<file path="src/design/pmsr_pkg.sv">
// Constants, types and the state record of the protection mask and status register bank.
// Assumes one 25 MHz clock and a synchronous, active-high reset shared by every module.
//
// Overview of operation
// - Register 0x06 holds five interrupt masks at bits 7,6,2,1,0; one masks, reset one.
// - Register 0x07 masks input overcurrent (bit 7) and wireless reverse overcurrent (bit 6).
// - Register 0x08 bit 4 follows output voltage above its insertion threshold, live.
// - Register 0x08 bit 3 follows input bus below its low-voltage error threshold.
// - Register 0x08 bit 2 follows wireless input above its insertion threshold.
// - Register 0x08 bit 1 follows switching; only one switching_start_event pulse when switching starts.
// - Register 0x08 bit 0 follows input bus above its insertion threshold.
// - Register 0x09 bit 7 follows input bus above the input overvoltage limit.
// - Register 0x09 bit 6 follows output above the output overvoltage limit.
// - Register 0x09 bit 3 follows input bus current above the overcurrent limit.
// - Register 0x09 bit 2 follows reverse current toward wireless input above its limit.
// - Register 0x09 bit 1 follows die temperature above the over-temperature limit.
// - Register 0x09 bit 0 shows watchdog reset pending; reset follows 32 ms later.
// - Register 0x0A bits 2:0 pick output limit 7 V to 14 V, reset 010.
// - Register 0x0B bits 5:0 pick input limit 7.25 V plus code times 250 mV.
// - Input limit code resets to 000111; host keeps codes at or below 111011.
// - Latched flags set on events, interrupt unless masked, clear when read.

package pmsr_pkg;

   // ***************************************************************
   // Register offsets
   // ***************************************************************
   localparam logic [7:0] REG_FLAG_A = 8'h02;
   localparam logic [7:0] REG_FLAG_B = 8'h03;
   localparam logic [7:0] REG_MASK_A = 8'h06;
   localparam logic [7:0] REG_MASK_B = 8'h07;
   localparam logic [7:0] REG_STAT_A = 8'h08;
   localparam logic [7:0] REG_STAT_B = 8'h09;
   localparam logic [7:0] REG_OVP_OUT = 8'h0a;
   localparam logic [7:0] REG_OVP_IN = 8'h0b;
   localparam logic [7:0] REG_OCP = 8'h0c;

   // ***************************************************************
   // Reset values and reserved patterns
   // ***************************************************************
   localparam logic [7:0] MASK_RST = 8'hff;
   localparam logic [7:0] MASK_A_RSV = 8'h38;
   localparam logic [7:0] MASK_B_RSV = 8'h3f;
   localparam logic [2:0] OVP_OUT_RST = 3'h2;
   localparam logic [5:0] OVP_IN_RST = 6'h07;
   localparam logic [7:0] OCP_RST = 8'h82;

   // ***************************************************************
   // Flag bit positions
   // ***************************************************************
   localparam int FA_IN_OVP = 7;
   localparam int FA_OUT_OVP = 6;
   localparam int FA_OT_REL = 2;
   localparam int FA_OT = 1;
   localparam int FA_WDT = 0;
   localparam int FB_IN_OCP = 7;
   localparam int FB_WL_OCP = 6;

   // ***************************************************************
   // Synchronised input vector layout
   // ***************************************************************
   localparam int LIVE_W = 11;
   localparam int SYNC_W = 13;
   localparam int IX_IN_PRES = 0;
   localparam int IX_SWITCH = 1;
   localparam int IX_WL_PRES = 2;
   localparam int IX_IN_LOW = 3;
   localparam int IX_OUT_PRES = 4;
   localparam int IX_OT = 5;
   localparam int IX_WL_OCP = 6;
   localparam int IX_IN_OCP = 7;
   localparam int IX_OUT_OVP = 8;
   localparam int IX_IN_OVP = 9;
   localparam int IX_WDT = 10;
   localparam int IX_SCL = 11;
   localparam int IX_SDA = 12;
   localparam logic [SYNC_W-1:0] SYNC_RST = 13'h1800;

   // ***************************************************************
   // Serial interface and timing
   // ***************************************************************
   localparam logic [3:0] I2C_BITS = 4'h8;
   localparam int CLK_KHZ = 25000;
   localparam int WDT_GRACE_MS = 32;
   localparam int WDT_GRACE_CYC = WDT_GRACE_MS * CLK_KHZ;

   typedef enum logic [3:0] {
      ST_IDLE, ST_ADDR, ST_AACK, ST_PTR, ST_PACK, ST_WDAT, ST_WACK, ST_RDAT, ST_RACK
   } pmsr_i2c_t;

   typedef struct packed {
      pmsr_i2c_t st;
      logic [3:0] bits;
      logic [7:0] sh;
      logic [7:0] ptr;
      logic rw;
      logic scl_d;
      logic sda_d;
      logic sda_oe;
      logic [7:0] mask_a;
      logic [7:0] mask_b;
      logic [7:0] flag_a;
      logic [7:0] flag_b;
      logic [2:0] ovp_out;
      logic [5:0] ovp_in;
      logic [7:0] ocp;
      logic [LIVE_W-1:0] live_d;
      logic irq_oe;
      logic zero;
      logic sw_start;
      logic [19:0] wdt_cnt;
      logic wdt_rst;
   } pmsr_state_t;

endpackage

</file>
<file path="src/design/pmsr_sync.sv">
// Three-stage input synchroniser with agreement filter for pins and comparator levels.
// Assumes the inputs are asynchronous to mclk and change slowly against it.

`timescale 1ns/1ps

module pmsr_sync #(
   parameter int W = 1,
   parameter logic [W-1:0] RST_VAL = '0
) (
   // Clock, reset and enable
   input wire logic mclk,
   input wire logic rst,
   input wire logic ce,
   // Raw and filtered levels
   input wire logic [W-1:0] raw,
   output logic [W-1:0] stable
);

   typedef struct packed {
      logic [W-1:0] s1;
      logic [W-1:0] s2;
      logic [W-1:0] s3;
      logic [W-1:0] q;
   } pmsr_sync_t;

   pmsr_sync_t r;
   pmsr_sync_t n;
   logic [W-1:0] filt;

   // A level is taken only once the second and third stages agree.
   for (genvar i = 0; i < W; i++) begin : g_bit
      assign filt[i] = (r.s2[i] == r.s3[i]) ? r.s3[i] : r.q[i];
   end

   always_comb begin
      n = r;
      n.s1 = raw;
      n.s2 = r.s1;
      n.s3 = r.s2;
      n.q = filt;
   end

   always_ff @(posedge mclk) begin
      if (rst) begin
         r <= '{s1: RST_VAL, s2: RST_VAL, s3: RST_VAL, q: RST_VAL};
      end else if (ce) begin
         r <= n;
      end
   end

   assign stable = r.q;

endmodule

</file>
<file path="src/design/pmsr_regs.sv">
// Protection mask, status and threshold registers with event flags and a serial target.
// Assumes comparator levels arrive asynchronously and the serial bus idles high.

`timescale 1ns/1ps

module pmsr_regs
   import pmsr_pkg::*;
#(
   parameter logic [6:0] DEV_ADDR = 7'h22,
   parameter int unsigned GRACE_CYCLES = WDT_GRACE_CYC
) (
   // Clock, reset and enable
   input wire logic mclk,
   input wire logic rst,
   input wire logic ce,
   // Serial bus pins
   input wire logic scl_in,
   input wire logic sda_in,
   output logic sda_out,
   output logic sda_oe,
   // Interrupt pin, open drain, active low
   output logic irq_n_out,
   output logic irq_n_oe,
   // Comparator and converter levels
   input wire logic input_present,
   input wire logic converter_switching,
   input wire logic wireless_input_present,
   input wire logic input_undervoltage_error,
   input wire logic output_present,
   input wire logic die_overtemp,
   input wire logic wireless_reverse_overcurrent,
   input wire logic input_overcurrent,
   input wire logic output_overvoltage,
   input wire logic input_overvoltage,
   input wire logic watchdog_pending_bit,
   // Threshold codes to the analog side
   output logic [2:0] output_overvoltage_code,
   output logic [5:0] input_overvoltage_code,
   output logic [7:0] overcurrent_limit_code,
   // Events to the rest of the device
   output logic switching_start_event,
   output logic watchdog_reset_event
);

   // ***************************************************************
   // State and constants
   // ***************************************************************
   // Twenty bits hold the full 32 ms grace at 25 MHz; a grace of 42 ms or more would wrap.
   localparam logic [19:0] GRACE_LAST = 20'(GRACE_CYCLES);
   localparam pmsr_state_t ST_RST = '{
      st: ST_IDLE,
      bits: 4'h0,
      sh: 8'h00,
      ptr: 8'h00,
      rw: 1'b0,
      scl_d: 1'b1,
      sda_d: 1'b1,
      sda_oe: 1'b0,
      mask_a: MASK_RST,
      mask_b: MASK_RST,
      flag_a: 8'h00,
      flag_b: 8'h00,
      ovp_out: OVP_OUT_RST,
      ovp_in: OVP_IN_RST,
      ocp: OCP_RST,
      live_d: '0,
      irq_oe: 1'b0,
      zero: 1'b0,
      sw_start: 1'b0,
      wdt_cnt: 20'h00000,
      wdt_rst: 1'b0
   };

   pmsr_state_t r;
   pmsr_state_t next_r;
   logic [SYNC_W-1:0] sy;
   logic [LIVE_W-1:0] live;
   logic [LIVE_W-1:0] rise;
   logic [LIVE_W-1:0] fall;
   logic scl;
   logic sda;
   logic scl_rise;
   logic scl_fall;
   logic start_c;
   logic stop_c;
   logic load;
   logic [7:0] rd;
   logic [7:0] ev_a;
   logic [7:0] ev_b;
   logic [7:0] clr_a;
   logic [7:0] clr_b;

   // ***************************************************************
   // Input synchronisers
   // ***************************************************************
   // Serial lines share the level filter, so START and STOP stay ordered against SCL.
   pmsr_sync #(
      .W(SYNC_W),
      .RST_VAL(SYNC_RST)
   ) u_sync (
      .mclk(mclk),
      .rst(rst),
      .ce(ce),
      .raw({sda_in,
            scl_in,
            watchdog_pending_bit,
            input_overvoltage,
            output_overvoltage,
            input_overcurrent,
            wireless_reverse_overcurrent,
            die_overtemp,
            output_present,
            input_undervoltage_error,
            wireless_input_present,
            converter_switching,
            input_present}),
      .stable(sy)
   );

   // ***************************************************************
   // Register read decode
   // ***************************************************************
   // Status bits are live levels; reserved bits read as their fixed values.
   function automatic logic [7:0] read_reg(input logic [7:0] addr, input pmsr_state_t s);
      logic [7:0] v;
      v = 8'h00;
      case (addr)
         REG_FLAG_A: v = s.flag_a;
         REG_FLAG_B: v = s.flag_b;
         REG_MASK_A: v = s.mask_a;
         REG_MASK_B: v = s.mask_b;
         // Bits 4..0 are output, undervoltage, wireless, switching and input levels.
         REG_STAT_A: v = {3'h0, s.live_d[IX_OUT_PRES:IX_IN_PRES]};
         REG_STAT_B: begin
            v = {s.live_d[IX_IN_OVP],
                 s.live_d[IX_OUT_OVP], 2'h0,
                 s.live_d[IX_IN_OCP],
                 s.live_d[IX_WL_OCP],
                 s.live_d[IX_OT],
                 s.live_d[IX_WDT]};
         end
         REG_OVP_OUT: v = {5'h00, s.ovp_out};
         REG_OVP_IN: v = {2'h0, s.ovp_in};
         REG_OCP: v = s.ocp;
         default: v = 8'h00;
      endcase
      return v;
   endfunction

   // ***************************************************************
   // Next-state logic
   // ***************************************************************
   always_comb begin
      next_r = r;
      live = sy[LIVE_W-1:0];
      scl = sy[IX_SCL];
      sda = sy[IX_SDA];
      rise = live & ~r.live_d;
      fall = ~live & r.live_d;
      scl_rise = scl & ~r.scl_d;
      scl_fall = ~scl & r.scl_d;
      start_c = scl & r.scl_d & r.sda_d & ~sda;
      stop_c = scl & r.scl_d & ~r.sda_d & sda;
      load = 1'b0;
      rd = 8'h00;
      clr_a = 8'h00;
      clr_b = 8'h00;
      next_r.scl_d = scl;
      next_r.sda_d = sda;
      next_r.live_d = live;
      next_r.zero = 1'b0;

      // Edge of switching gives one event, however long switching lasts.
      next_r.sw_start = rise[IX_SWITCH];

      // ***************************************************************
      // Watchdog grace timer
      // ***************************************************************
      // Grace timer: counts while a watchdog reset is pending, fires once.
      next_r.wdt_rst = 1'b0;
      if (!live[IX_WDT]) begin
         next_r.wdt_cnt = 20'h00000;
      end else if (r.wdt_cnt != GRACE_LAST) begin
         next_r.wdt_cnt = r.wdt_cnt + 20'h00001;
         next_r.wdt_rst = (r.wdt_cnt == GRACE_LAST - 20'h00001);
      end

      // ***************************************************************
      // Serial target
      // ***************************************************************
      // Serial target: start and stop win over any bit in progress.
      if (start_c) begin
         next_r.st = ST_ADDR;
         next_r.bits = 4'h0;
         next_r.sda_oe = 1'b0;
      end else if (stop_c) begin
         next_r.st = ST_IDLE;
         next_r.sda_oe = 1'b0;
      end else begin
         unique case (r.st)
            ST_IDLE: begin
               next_r.sda_oe = 1'b0;
            end
            ST_ADDR, ST_PTR, ST_WDAT: begin
               if (scl_rise) begin
                  next_r.sh = {r.sh[6:0], sda};
                  next_r.bits = r.bits + 4'h1;
               end else if (scl_fall && r.bits == I2C_BITS) begin
                  next_r.bits = 4'h0;
                  next_r.sda_oe = 1'b1;
                  if (r.st == ST_ADDR) begin
                     next_r.rw = r.sh[0];
                     next_r.st = ST_AACK;
                     if (r.sh[7:1] != DEV_ADDR) begin
                        next_r.sda_oe = 1'b0;
                        next_r.st = ST_IDLE;
                     end
                  end else if (r.st == ST_PTR) begin
                     next_r.ptr = r.sh;
                     next_r.st = ST_PACK;
                  end else begin
                     next_r.ptr = r.ptr + 8'h01;
                     next_r.st = ST_WACK;
                     case (r.ptr)
                        REG_MASK_A: next_r.mask_a = r.sh | MASK_A_RSV;
                        REG_MASK_B: next_r.mask_b = r.sh | MASK_B_RSV;
                        REG_OVP_OUT: next_r.ovp_out = r.sh[2:0];
                        REG_OVP_IN: next_r.ovp_in = r.sh[5:0];
                        REG_OCP: next_r.ocp = r.sh;
                        default: next_r.ocp = r.ocp;
                     endcase
                  end
               end
            end
            ST_AACK: begin
               if (scl_fall) begin
                  next_r.sda_oe = 1'b0;
                  next_r.bits = 4'h0;
                  next_r.st = ST_PTR;
                  if (r.rw) begin
                     load = 1'b1;
                  end
               end
            end
            ST_PACK, ST_WACK: begin
               if (scl_fall) begin
                  next_r.sda_oe = 1'b0;
                  next_r.bits = 4'h0;
                  next_r.st = ST_WDAT;
               end
            end
            ST_RDAT: begin
               if (scl_fall) begin
                  next_r.bits = r.bits + 4'h1;
                  if (r.bits == I2C_BITS - 4'h1) begin
                     next_r.sda_oe = 1'b0;
                     next_r.st = ST_RACK;
                  end else begin
                     next_r.sh = {r.sh[6:0], 1'b0};
                     next_r.sda_oe = ~r.sh[6];
                  end
               end
            end
            ST_RACK: begin
               if (scl_rise && sda) begin
                  next_r.st = ST_IDLE;
               end else if (scl_fall) begin
                  load = 1'b1;
               end
            end
            // An illegal code drops to idle, so the target waits for the next START.
            default: begin
               next_r.st = ST_IDLE;
            end
         endcase
      end

      // A byte is loaded for reading; reading a flag register clears it.
      if (load) begin
         rd = read_reg(r.ptr, r);
         next_r.sh = rd;
         next_r.sda_oe = ~rd[7];
         next_r.bits = 4'h0;
         next_r.st = ST_RDAT;
         next_r.ptr = r.ptr + 8'h01;
         clr_a = (r.ptr == REG_FLAG_A) ? 8'hff : 8'h00;
         clr_b = (r.ptr == REG_FLAG_B) ? 8'hff : 8'h00;
      end

      // ***************************************************************
      // Event flags and interrupt
      // ***************************************************************
      // Flags latch on edges; a new event in the clearing cycle is kept.
      ev_a = 8'h00;
      ev_a[FA_IN_OVP] = rise[IX_IN_OVP];
      ev_a[FA_OUT_OVP] = rise[IX_OUT_OVP];
      ev_a[FA_OT_REL] = fall[IX_OT];
      ev_a[FA_OT] = rise[IX_OT];
      ev_a[FA_WDT] = rise[IX_WDT];
      ev_b = 8'h00;
      ev_b[FB_IN_OCP] = rise[IX_IN_OCP];
      ev_b[FB_WL_OCP] = rise[IX_WL_OCP];
      next_r.flag_a = (r.flag_a & ~clr_a) | ev_a;
      next_r.flag_b = (r.flag_b & ~clr_b) | ev_b;

      // Any unmasked flag pulls the interrupt line low.
      next_r.irq_oe = |(next_r.flag_a & ~next_r.mask_a) |
                      |(next_r.flag_b & ~next_r.mask_b);

      // Watchdog reset restores thresholds but leaves masks and flags alone.
      if (r.wdt_rst) begin
         next_r.ovp_out = OVP_OUT_RST;
         next_r.ovp_in = OVP_IN_RST;
         next_r.ocp = OCP_RST;
      end
   end

   // ***************************************************************
   // State register
   // ***************************************************************
   // Register reset brings every field, masks included, to its default.
   always_ff @(posedge mclk) begin
      if (rst) begin
         r <= ST_RST;
      end else if (ce) begin
         r <= next_r;
      end
   end

   // ***************************************************************
   // Outputs
   // ***************************************************************
   assign sda_out = r.zero;
   assign sda_oe = r.sda_oe;
   assign irq_n_out = r.zero;
   assign irq_n_oe = r.irq_oe;
   assign output_overvoltage_code = r.ovp_out;
   assign input_overvoltage_code = r.ovp_in;
   assign overcurrent_limit_code = r.ocp;
   assign switching_start_event = r.sw_start;
   assign watchdog_reset_event = r.wdt_rst;

endmodule

</file>
<file path="config.mk">
export PLATFORM = sky130hd
export DESIGN_NAME = pmsr_regs
export DESIGN_NICKNAME = d
export VERILOG_FILES = /design/src/design/pmsr_pkg.sv /design/src/design/pmsr_sync.sv /design/src/design/pmsr_regs.sv
export SDC_FILE = /design/constraint.sdc
export NUM_CORES = 1
export LEC_CHECK = 0
export BUFFER_PORTS_ARGS = -buffer_cell sky130_fd_sc_hd__buf_4
export CORE_ASPECT_RATIO = 1.1
export CORE_MARGIN = 1
export CORE_UTILIZATION = 55
export CTS_BUF_LIST = sky130_fd_sc_hd__clkbuf_4
export DETAILED_ROUTE_END_ITERATION = 7
export HOLD_SLACK_MARGIN = 0.12
export MAX_ROUTING_LAYER = met4
export PLACE_DENSITY = 0.75
export SLEW_MARGIN = 30
export SYNTH_ARGS = -nofsm -noshare
export SYNTH_HDL_FRONTEND = slang
export SYNTH_SLANG_ARGS = --single-unit
</file>
<file path="constraint.sdc">
create_clock -name mclk -period 2.2 [get_ports mclk]
set_input_delay 0.22 -clock mclk [delete_from_list [all_inputs] [get_ports mclk]]
set_output_delay 0.22 -clock mclk [all_outputs]
set_load 0.03 [all_outputs]
</file>
Word level (Yosys, flattened, before mapping)

Index checks and enable logic that the tools add are counted.

Equal/unequal tests: 62
Bitwise operators: 31
Multiplexer cells: 72
Add/subtract/negate cells: 3
Reductions and logical operators: 41

Operators by type and width:

| kind                                          | number |
|---|---|
| two-way mux 17 bit                            | 11 |
| two-way mux 8 bit                             | 16 |
| two-way mux 16 bit                            | 6 |
| one-hot mux 8 bit (9 select lines)            | 1 |
| two-way mux 21 bit                            | 2 |
| == test 8 x 4 -> 1 bit, second input constant | 5 |
| inequality test 5 bit, second input constant  | 8 |
| AND reduction 9 bit                           | 4 |
| bitwise AND 8 bit                             | 4 |
| inverter 8 bit                                | 4 |
| AND reduction 2 bit                           | 14 |
| AND reduction 7 bit                           | 4 |
| two-way mux 9 bit                             | 3 |
| two-way mux 24 bit                            | 1 |
| two-way mux 4 bit                             | 6 |
| one-hot mux 4 bit (6 select lines)            | 1 |
| adder 20 x 1 -> 20 bit, second input constant | 1 |
| == test 20 bit, second input constant         | 1 |
| == test 4 x 3 -> 1 bit, second input constant | 5 |
| two-way mux 20 bit                            | 1 |
| inequality test 20 bit, second input constant | 1 |
| == test 8 x 2 -> 1 bit, second input constant | 2 |
| == test 8 x 3 -> 1 bit, second input constant | 2 |
| two-way mux 1 bit                             | 16 |
| other kinds (38)                              | 90 |

Input bits: 16
Flip-flop bits (word level): 163
Output and inout port bits: 23
Word-level logic and storage cells: 245

Longest topological paths before layout

Gate-level depths: netlist (run 1).

Depth after elaboration: 14
Depth in mapped cells: 9
Gate-level depth less buffers: 8

By module

A second synthesis (run 1) with hierarchy kept.

Cells, all modules: 970
Area total of the unflattened synthesis: 8207.9 um^2

Modules (own cells, without submodules):

| module    | area each (um^2) | cells an instance | seq. area each (um^2) | times used |
|---|---|---|---|---|
| pmsr_regs | 6157.2           | 760               | 2222.1                | 1 |
| pmsr_sync | 2050.7           | 210               | 1041.0                | 1 |

Least setup slack after synthesis (run 1)

Ideal clock, no wire load.

Kind: reg2reg
From: reg r[93] (netlist bit)
To: reg r (netlist bit irq_n_oe)
Clock period less this slack: 2.130 ns
Setup slack: 0.070 ns
Stages on the path, launching flop included: 10
Arrival: 1.986 ns
Library setup time: 0.144 ns
Required time: 2.056 ns
Path buffers: 3
Cells stage by stage: dfxtp_1 > buf_6 > or4_1 > buf_6 > nor2_8 > and3_1 > buf_6 > mux2i_1 > a2111oi_1 > a311oi_1

Longest elaborated chain between the ends: 13
Elaborated cells between the ends (all ways): 30
Those cells by class: eq/ne (4); mux (13); bitwise (11); reduce/logical (2)

Ends and longest elaborated chain:

| what                                  | line                               | source |
|---|---|---|
| from (decl)                           | pmsr_regs.sv:74                    | `pmsr_state_t r;` |
| from (signal assigned)                | pmsr_regs.sv:326                   | `r <= next_r;` |
| == test 8 x 3 -> 1 bit                | pmsr_regs.sv:224                   | `case (r.ptr)` |
| two-way mux 8 bit                     | pmsr_regs.sv:224                   |  |
| two-way mux 16 bit                    | pmsr_regs.sv:218                   | `end else if (r.st == ST_PTR) begin` |
| two-way mux 16 bit                    | pmsr_regs.sv:211                   | `if (r.st == ST_ADDR) begin` |
| two-way mux 17 bit                    | pmsr_regs.sv:208                   | `end else if (scl_fall && r.bits == I2C_BITS) begin` |
| two-way mux 17 bit                    | pmsr_regs.sv:205                   | `if (scl_rise) begin` |
| two-way mux 16 bit                    | pmsr_regs.sv:200                   | `unique case (r.st)` |
| two-way mux 16 bit                    | pmsr_regs.sv:196                   | `end else if (stop_c) begin` |
| two-way mux 16 bit                    | pmsr_regs.sv:192                   | `if (start_c) begin` |
| inverter 8 bit (on tied branches)     | pmsr_regs.sv:307, pmsr_regs.sv:308 |  |
| bitwise AND 8 bit (on tied branches)  | pmsr_regs.sv:307, pmsr_regs.sv:308 |  |
| OR reduction 8 bit (on tied branches) | pmsr_regs.sv:307, pmsr_regs.sv:308 |  |
| bitwise OR 1 bit *                    | pmsr_regs.sv:308                   | `\|(next_r.flag_b & ~next_r.mask_b);` |

Every way passes the cells marked *; elsewhere a longest branch is shown, timed or not. The select of a mux whose other input is x is not followed.
A chain may end at the register's enable or synchronous reset.

Worst setup path in the final report (run 1)

From: reg r[95] (netlist bit)
To: reg r (netlist bit irq_n_oe)

The elaborated chain is that of the path after synthesis.

==> flow_summary.json, run 1 <==
{
  "ys_async_sr_fraction": 0,
  "clkTransAtPathRegs_ns": 0.14,
  "ios": 39,
  "yosys_register_bits": 163,
  "fin_worst_skew_ns": 0.02181,
  "whs_ns": 0.4074,
  "status": "finished, final reports clean",
  "syn_inst": 984,
  "globalplace.congestion": 0.9534,
  "yosysMostFrequentCell": "dfxtp_1",
  "placed_cells": 1202,
  "maxSlewHeadroom": 0.5777,
  "leakage_nw": 3.533,
  "path_max_fanout": 9,
  "die_w_um": 118.8,
  "min_path_type": "input port to register",
  "total_power_mw": 5.207,
  "cts_buffers": 17,
  "grt_pass1_vias": 6638,
  "drcViolationCount": 0,
  "vias": 7422,
  "min_period_ns": 2.166,
  "post_drt_via_cell_ratio": 5.938,
  "synth_area_um2": 8259,
  "ys_seq_area_frac": 0.3951,
  "grt_usage": 0.2773,
  "clock_sinks": 163,
  "totalWireLength_um": 20540,
  "cts_max_level": 4,
  "syn_area_per_cell_um2": 8.393,
  "synth_top_cell_by_area": "dfxtp_1",
  "setup_tns_ns": 0,
  "critPathLaunchType": "register",
  "grt_antenna_before_repair": 1,
  "ir_worst_vdd_v": 0.0004802,
  "worst_slew_pin_slew_ns": 0.6268,
  "rows": 46,
  "synthTopCellsByCount": "dfxtp_1, nor2_1, a21oi_1",
  "drtIter0Drc": 585,
  "firstDrtPassIters": 8,
  "grt_max_degree": 59,
  "drive_gt1_frac": 0.1665,
  "synth-warning-count": 0,
  "cts_tree": "yes",
  "rsz0062_at_grt": "true",
  "port_buffers": 36,
  "drv_cap": 0,
  "synth_ff_type": "dfxtp_1",
  "worstPathRequired_ns": 2.64,
  "clock_latency_ns": 0.58,
  "fin_cells": 1250,
  "nets": 1070,
  "synth_area_leaders": "dfxtp_1, mux2i_1, nor2_1, a21oi_1, o21ai_0",
  "initial_core_util": 0.5672,
  "area_growth_pct": 14.03,
  "synth_edf_count": 0,
  "arrival_ns": 2.61,
  "end_kind": "register",
  "criticalPathCategory": "register to register",
  "cts-root-buf": "clkbuf_4",
  "final-max-slew-violation-count": 0,
  "grt_pass1_wl_um": 33220,
  "yosysUniqueCellTypes": 81,
  "powerDensity_nw_per_um2": 552.9,
  "cts_buffer_depth": 2,
  "final-setup-viol-count": 0,
  "grt_overflow": 0,
  "finalHoldViolCount": 0,
  "coreArea_um2": 14560,
  "n_fill_cell": 1250,
  "wire_per_inst_um": 16.43,
  "synth_top_area_share": 0.3951,
  "max_freq_mhz": 461.7,
  "hpwl_um": 14340,
  "fp.dieArea_um2": 15510,
  "ant_nets": 0,
  "postCtsSetupRepairBufs": 0,
  "die_y_um": 130.5,
  "final.period_utilization": 0.9845
}
-- cell families (layout without fill, tap and decap cells) --
kind of cell | count (synthesis) | after routing | share of synthesized area
buffers and inverters | 113 | 185 | 0.06863
AO/OA/AOI/OAI | 274 | 274 | 0.2195
AND/OR/NAND/NOR | 362 | 362 | 0.2260
adder cells (fa/ha/maj) | 8 | 8 | 0.01212
flip-flops | 163 | 163 | 0.3951
other | 1 | 3 | 0.0004540
multiplexers | 61 | 61 | 0.07605
XOR/XNOR | 2 | 2 | 0.002121
-- routing by layer --
layer,track usage,vias to the layer above,wire length (um)
met4,0.1042,0,463
met1,0.3566,3506,9520
li1,-,3660,-
met5,-,-,0
met2,0.4358,218,9437
met3,0.05122,38,1118
-- state kept, by name, summed over array words and instances (netlist names) --
signal and cells:
r 90, u_sync.n 26, u_sync.r 13, u_sync.stable 13, overcurrent_limit_code 8, input_overvoltage_code 6, output_overvoltage_code 3, irq_n_oe 1
sda_oe 1, switching_start_event 1, watchdog_reset_event 1
-- area by class of cell --
type                    instances  area [um2]  share of cell area
diodes                          1       2.502           0.0002657
repair buffers                124        1002              0.1064
clock buffers                  17       127.6             0.01355
inverters                      31       116.4             0.01236
multi-input cells             709        4484              0.4762
well taps                     192       240.2             0.02551
clock inverters                13       177.7             0.01887
flip-flops and latches        163        3267              0.3469
-- where the power goes --
group	switching [mW]	internal, mW	leakage (nW)
Clock	1.12	0.804	0.163
Sequential	0.0231	2.99	1.32
Combinational	0.157	0.121	2.05
Total	1.30	3.91	3.53
-- critical path, stage by stage, from the launching register on --
cell       delay (ns)
dfxtp_1          0.38
nor4_4           0.33
buf_4            0.22
nand3_1          0.22
nor2_1           0.23
o21ai_0          0.14
a2111oi_2        0.39
a311oi_1         0.13
-- repair_timing --
action                                 CTS  global route
hold buffers                            17             0
gates resized for setup                  3            17
setup endpoints to repair                2            32
endpoints found under the hold margin   24             0
cloned                                   0             0
-- through the flow --
step / setup slack, ns / cell area (um2) / utilization
6_report: 0.03407 / 9418 / 0.6468
4_1_cts: 0.009455 / 9366 / 0.6432
2_1_floorplan: 0.07037 / 8263 / -
3_3_place_gp: 0.02640 / 8886 / 0.6102
3_5_place_dp: 0.01754 / 8886 / 0.6102
5_1_grt: -0.08681 / 9418 / 0.6468
-- cells in the final DEF (no fill, tap or decap), types with 8 or more instances in the layout --
cell,Yosys,final
nor2_1,123,121
inv_1,30,30
nor2b_1,23,23
mux2i_1,56,56
clkbuf_4,1,17
a311oi_1,9,9
a211o_1,16,16
and2_1,19,19
o31ai_1,8,8
buf_4,21,104
a21o_1,9,9
nand2_1,64,64
o21ai_0,54,54
a22oi_1,13,13
a221oi_1,9,9
a211oi_1,19,19
a21oi_1,70,69
nand4_1,8,8
nand3b_1,8,8
or3_1,10,10
nand3_1,31,31
dfxtp_1,163,160
nor3_1,12,12
a31oi_1,13,13
nand2b_1,15,15
dlygate4sd3_1,0,17
-- final timing paths --
path                     start          endpoint  slack [ns]  cells past startpoint
setup / recovery         r[95]          irq_n_oe        0.03                      7
hold / removal          scl_in      u_sync.n[37]        0.41                      3
setup reg to reg         r[95]          irq_n_oe        0.03                      7
hold reg to reg   u_sync.r[16]  u_sync.stable[3]        0.47                      2
Power figures use the tool's default switching activity.
==> run 2, diff against run 1 <==
REMOVE_ABC_BUFFERS = 1   (was not set)
==> run 2 against run 1 <==
Against the previous run:
- cell count stayed put
- clock power is 6% lower
- global-route usage is 0.35 points higher
- non-clock buffer count is 2 lower
- cell area is 0.33% higher
- critical path depth is 1 lower
- wire length is 0.52% higher
- core utilization is 0.21 points higher
- via count is 0.15% higher
- sequential power hardly changed
- worst hold slack worse by 0.013 ns
- largest cell class unchanged
- die area stayed put
==> flow_summary.json, run 2 (same netlist as run 1, synthesis figures left out) <==
{
  "grt_max_degree": 88,
  "critPathLaunchType": "register",
  "hpwl_um": 14470,
  "end_kind": "register",
  "rr_worst_depth": 6,
  "max_freq_mhz": 473.5,
  "nets": 1068,
  "drive_gt1_frac": 0.1760,
  "coreArea_um2": 14560,
  "grt_pass1_wl_um": 33620,
  "whs_ns": 0.3942,
  "criticalPathCategory": "register to register",
  "area_growth_pct": 14.41,
  "regToRegStartpoint": "r[111]",
  "firstDrtPassIters": 5,
  "grt_usage": 0.2808,
  "ios": 39,
  "min_period_ns": 2.112,
  "regMostFlops": "r",
  "totalWireLength_um": 20650,
  "worst_slew_pin_slew_ns": 0.8309,
  "vias": 7433,
  "crit_start": "r[111]",
  "port_buffers": 36,
  "fin_worst_skew_ns": 0.02050,
  "ir_worst_vdd_v": 0.0005112,
  "maxSlewHeadroom": 0.4461,
  "die_w_um": 118.8,
  "drcViolationCount": 0,
  "worstPathCellList": "or4b_2, a31oi_1, or2_1, buf_4, o21ai_0, a21oi_1",
  "final.period_utilization": 0.9599,
  "cts-root-buf": "clkbuf_4",
  "mostFrequentLayoutCell": "dfxtp_1",
  "placed_cells": 1201,
  "clock_sinks": 163,
  "final_core_util": 0.6489,
  "fp.dieArea_um2": 15510,
  "cp_num_cells": 6,
  "cts_max_level": 4,
  "largest_reg_flops": 90,
  "path_max_fanout": 5,
  "final-setup-viol-count": 0,
  "fin_cells": 1250,
  "grt_antenna_before_repair": 1,
  "drtIter0Drc": 596,
  "wire_per_inst_um": 16.52,
  "crit_family": "simple AND/OR/NAND/NOR gates",
  "cts_buffer_depth": 2,
  "rsz0062_at_grt": "true",
  "cts_buffers": 17,
  "initial_core_util": 0.5672,
  "powerDensity_nw_per_um2": 539.2,
  "drv_cap": 0,
  "mostFrequentLayoutCells": "dfxtp_1, nor2_1, buf_4",
  "die_y_um": 130.5,
  "leakage_nw": 3.530,
  "clock_latency_ns": 0.58,
  "crit_end": "r[90]",
  "total_power_mw": 5.095,
  "slowest_delay_ns": 0.75,
  "finalHoldViolCount": 0,
  "ant_nets": 0,
  "r2r-end": "r[90]",
  "r2r_slack_ns": 0.09,
  "grt_pass1_vias": 6646,
  "status": "finished, final reports clean",
  "cpMaxStageDelayCell": "or4b_2",
  "arrival_ns": 2.61,
  "min_path_type": "input port to register",
  "worstPathRequired_ns": 2.70,
  "n_fill_cell": 1245,
  "grt_overflow": 0,
  "post_drt_via_cell_ratio": 5.946,
  "final-max-slew-violation-count": 0,
  "clkTransAtPathRegs_ns": 0.14,
  "globalplace.congestion": 0.9487,
  "cts_tree": "yes",
  "rows": 46,
  "cp_num_buf_inv": 1
}
## run 2: cell types whose count changed in the layout (fill, tap and decap cells not counted), moves of 3 or more
| cell | previous run | this run |
|---|---|---|
| a221oi_1 | 9 | 6 |
| a221oi_2 | 1 | 4 |
| clkinv_1 | 1 | 4 |
| clkinv_4 | 3 | 0 |
| dfxtp_1 | 160 | 157 |
| inv_6 | 3 | 7 |
## run 2: worst min path at each step
stage	startpoint	endpoint	slack, ns	cells after the start
2_1_floorplan	rst	overcurrent_limit_code[6]	0.29	1
3_3_place_gp	sda_in	u_sync.n[38]	0.43	2
3_5_place_dp	sda_in	u_sync.n[38]	0.43	2
4_1_cts	sda_in	u_sync.n[38]	0.36	3
5_1_grt	sda_in	u_sync.n[38]	0.37	3
6_report	sda_in	u_sync.n[38]	0.39	3
## run 2: area by class of cell
type	count	area, um2	area share
flip-flops and latches	163	3273	0.3464
clock inverters	14	147.6	0.01563
inverters	31	116.4	0.01231
multi-input cells	709	4552	0.4817
well taps	192	240.2	0.02542
diodes	1	2.502	0.0002648
clock buffers	18	135.1	0.01430
repair buffers	122	982.2	0.1039
## run 2: per-stage QoR
step | cell area, um2 | TNS, ns | setup slack [ns]
after global routing | 9449 | -0.02916 | -0.02916
after CTS | 9329 | 0 | 0.04541
after global placement | 8879 | 0 | 0.05762
after detailed placement | 8879 | -0.01684 | -0.01684
final | 9449 | 0 | 0.08820
after floorplan | 7812 | -3.099 | -0.3710
## run 2: worst min-delay path, stage by stage
cell	delay, ns
dlygate4sd3_1	0.53
buf_4	0.10
a211o_1	0.10
## run 2: metal layers
layer	wire [um]	up-vias	global-route usage
met1	9662	3487	0.3568
met4	596	0	0.1147
met3	1100	53	0.05295
met2	9289	238	0.4420
li1	-	3655	-
met5	0	-	-
## run 2: repair_timing
item                                   in CTS  in global routing
cloned                                      0                  0
resized for setup                           5                 31
setup buffers                               0                  1
pin swaps                                   0                  6
hold buffers                               15                  0
setup endpoints to repair                   3                 24
endpoints found under the hold margin      28                  0
## run 2: report_power, final
| part | total [mW] | internal [mW] | switching, mW |
|---|---|---|---|
| Clock | 1.81 | 0.700 | 1.11 |
| Sequential | 3.01 | 2.98 | 0.0237 |
| Combinational | 0.275 | 0.119 | 0.156 |
| Total | 5.10 | 3.80 | 1.29 |
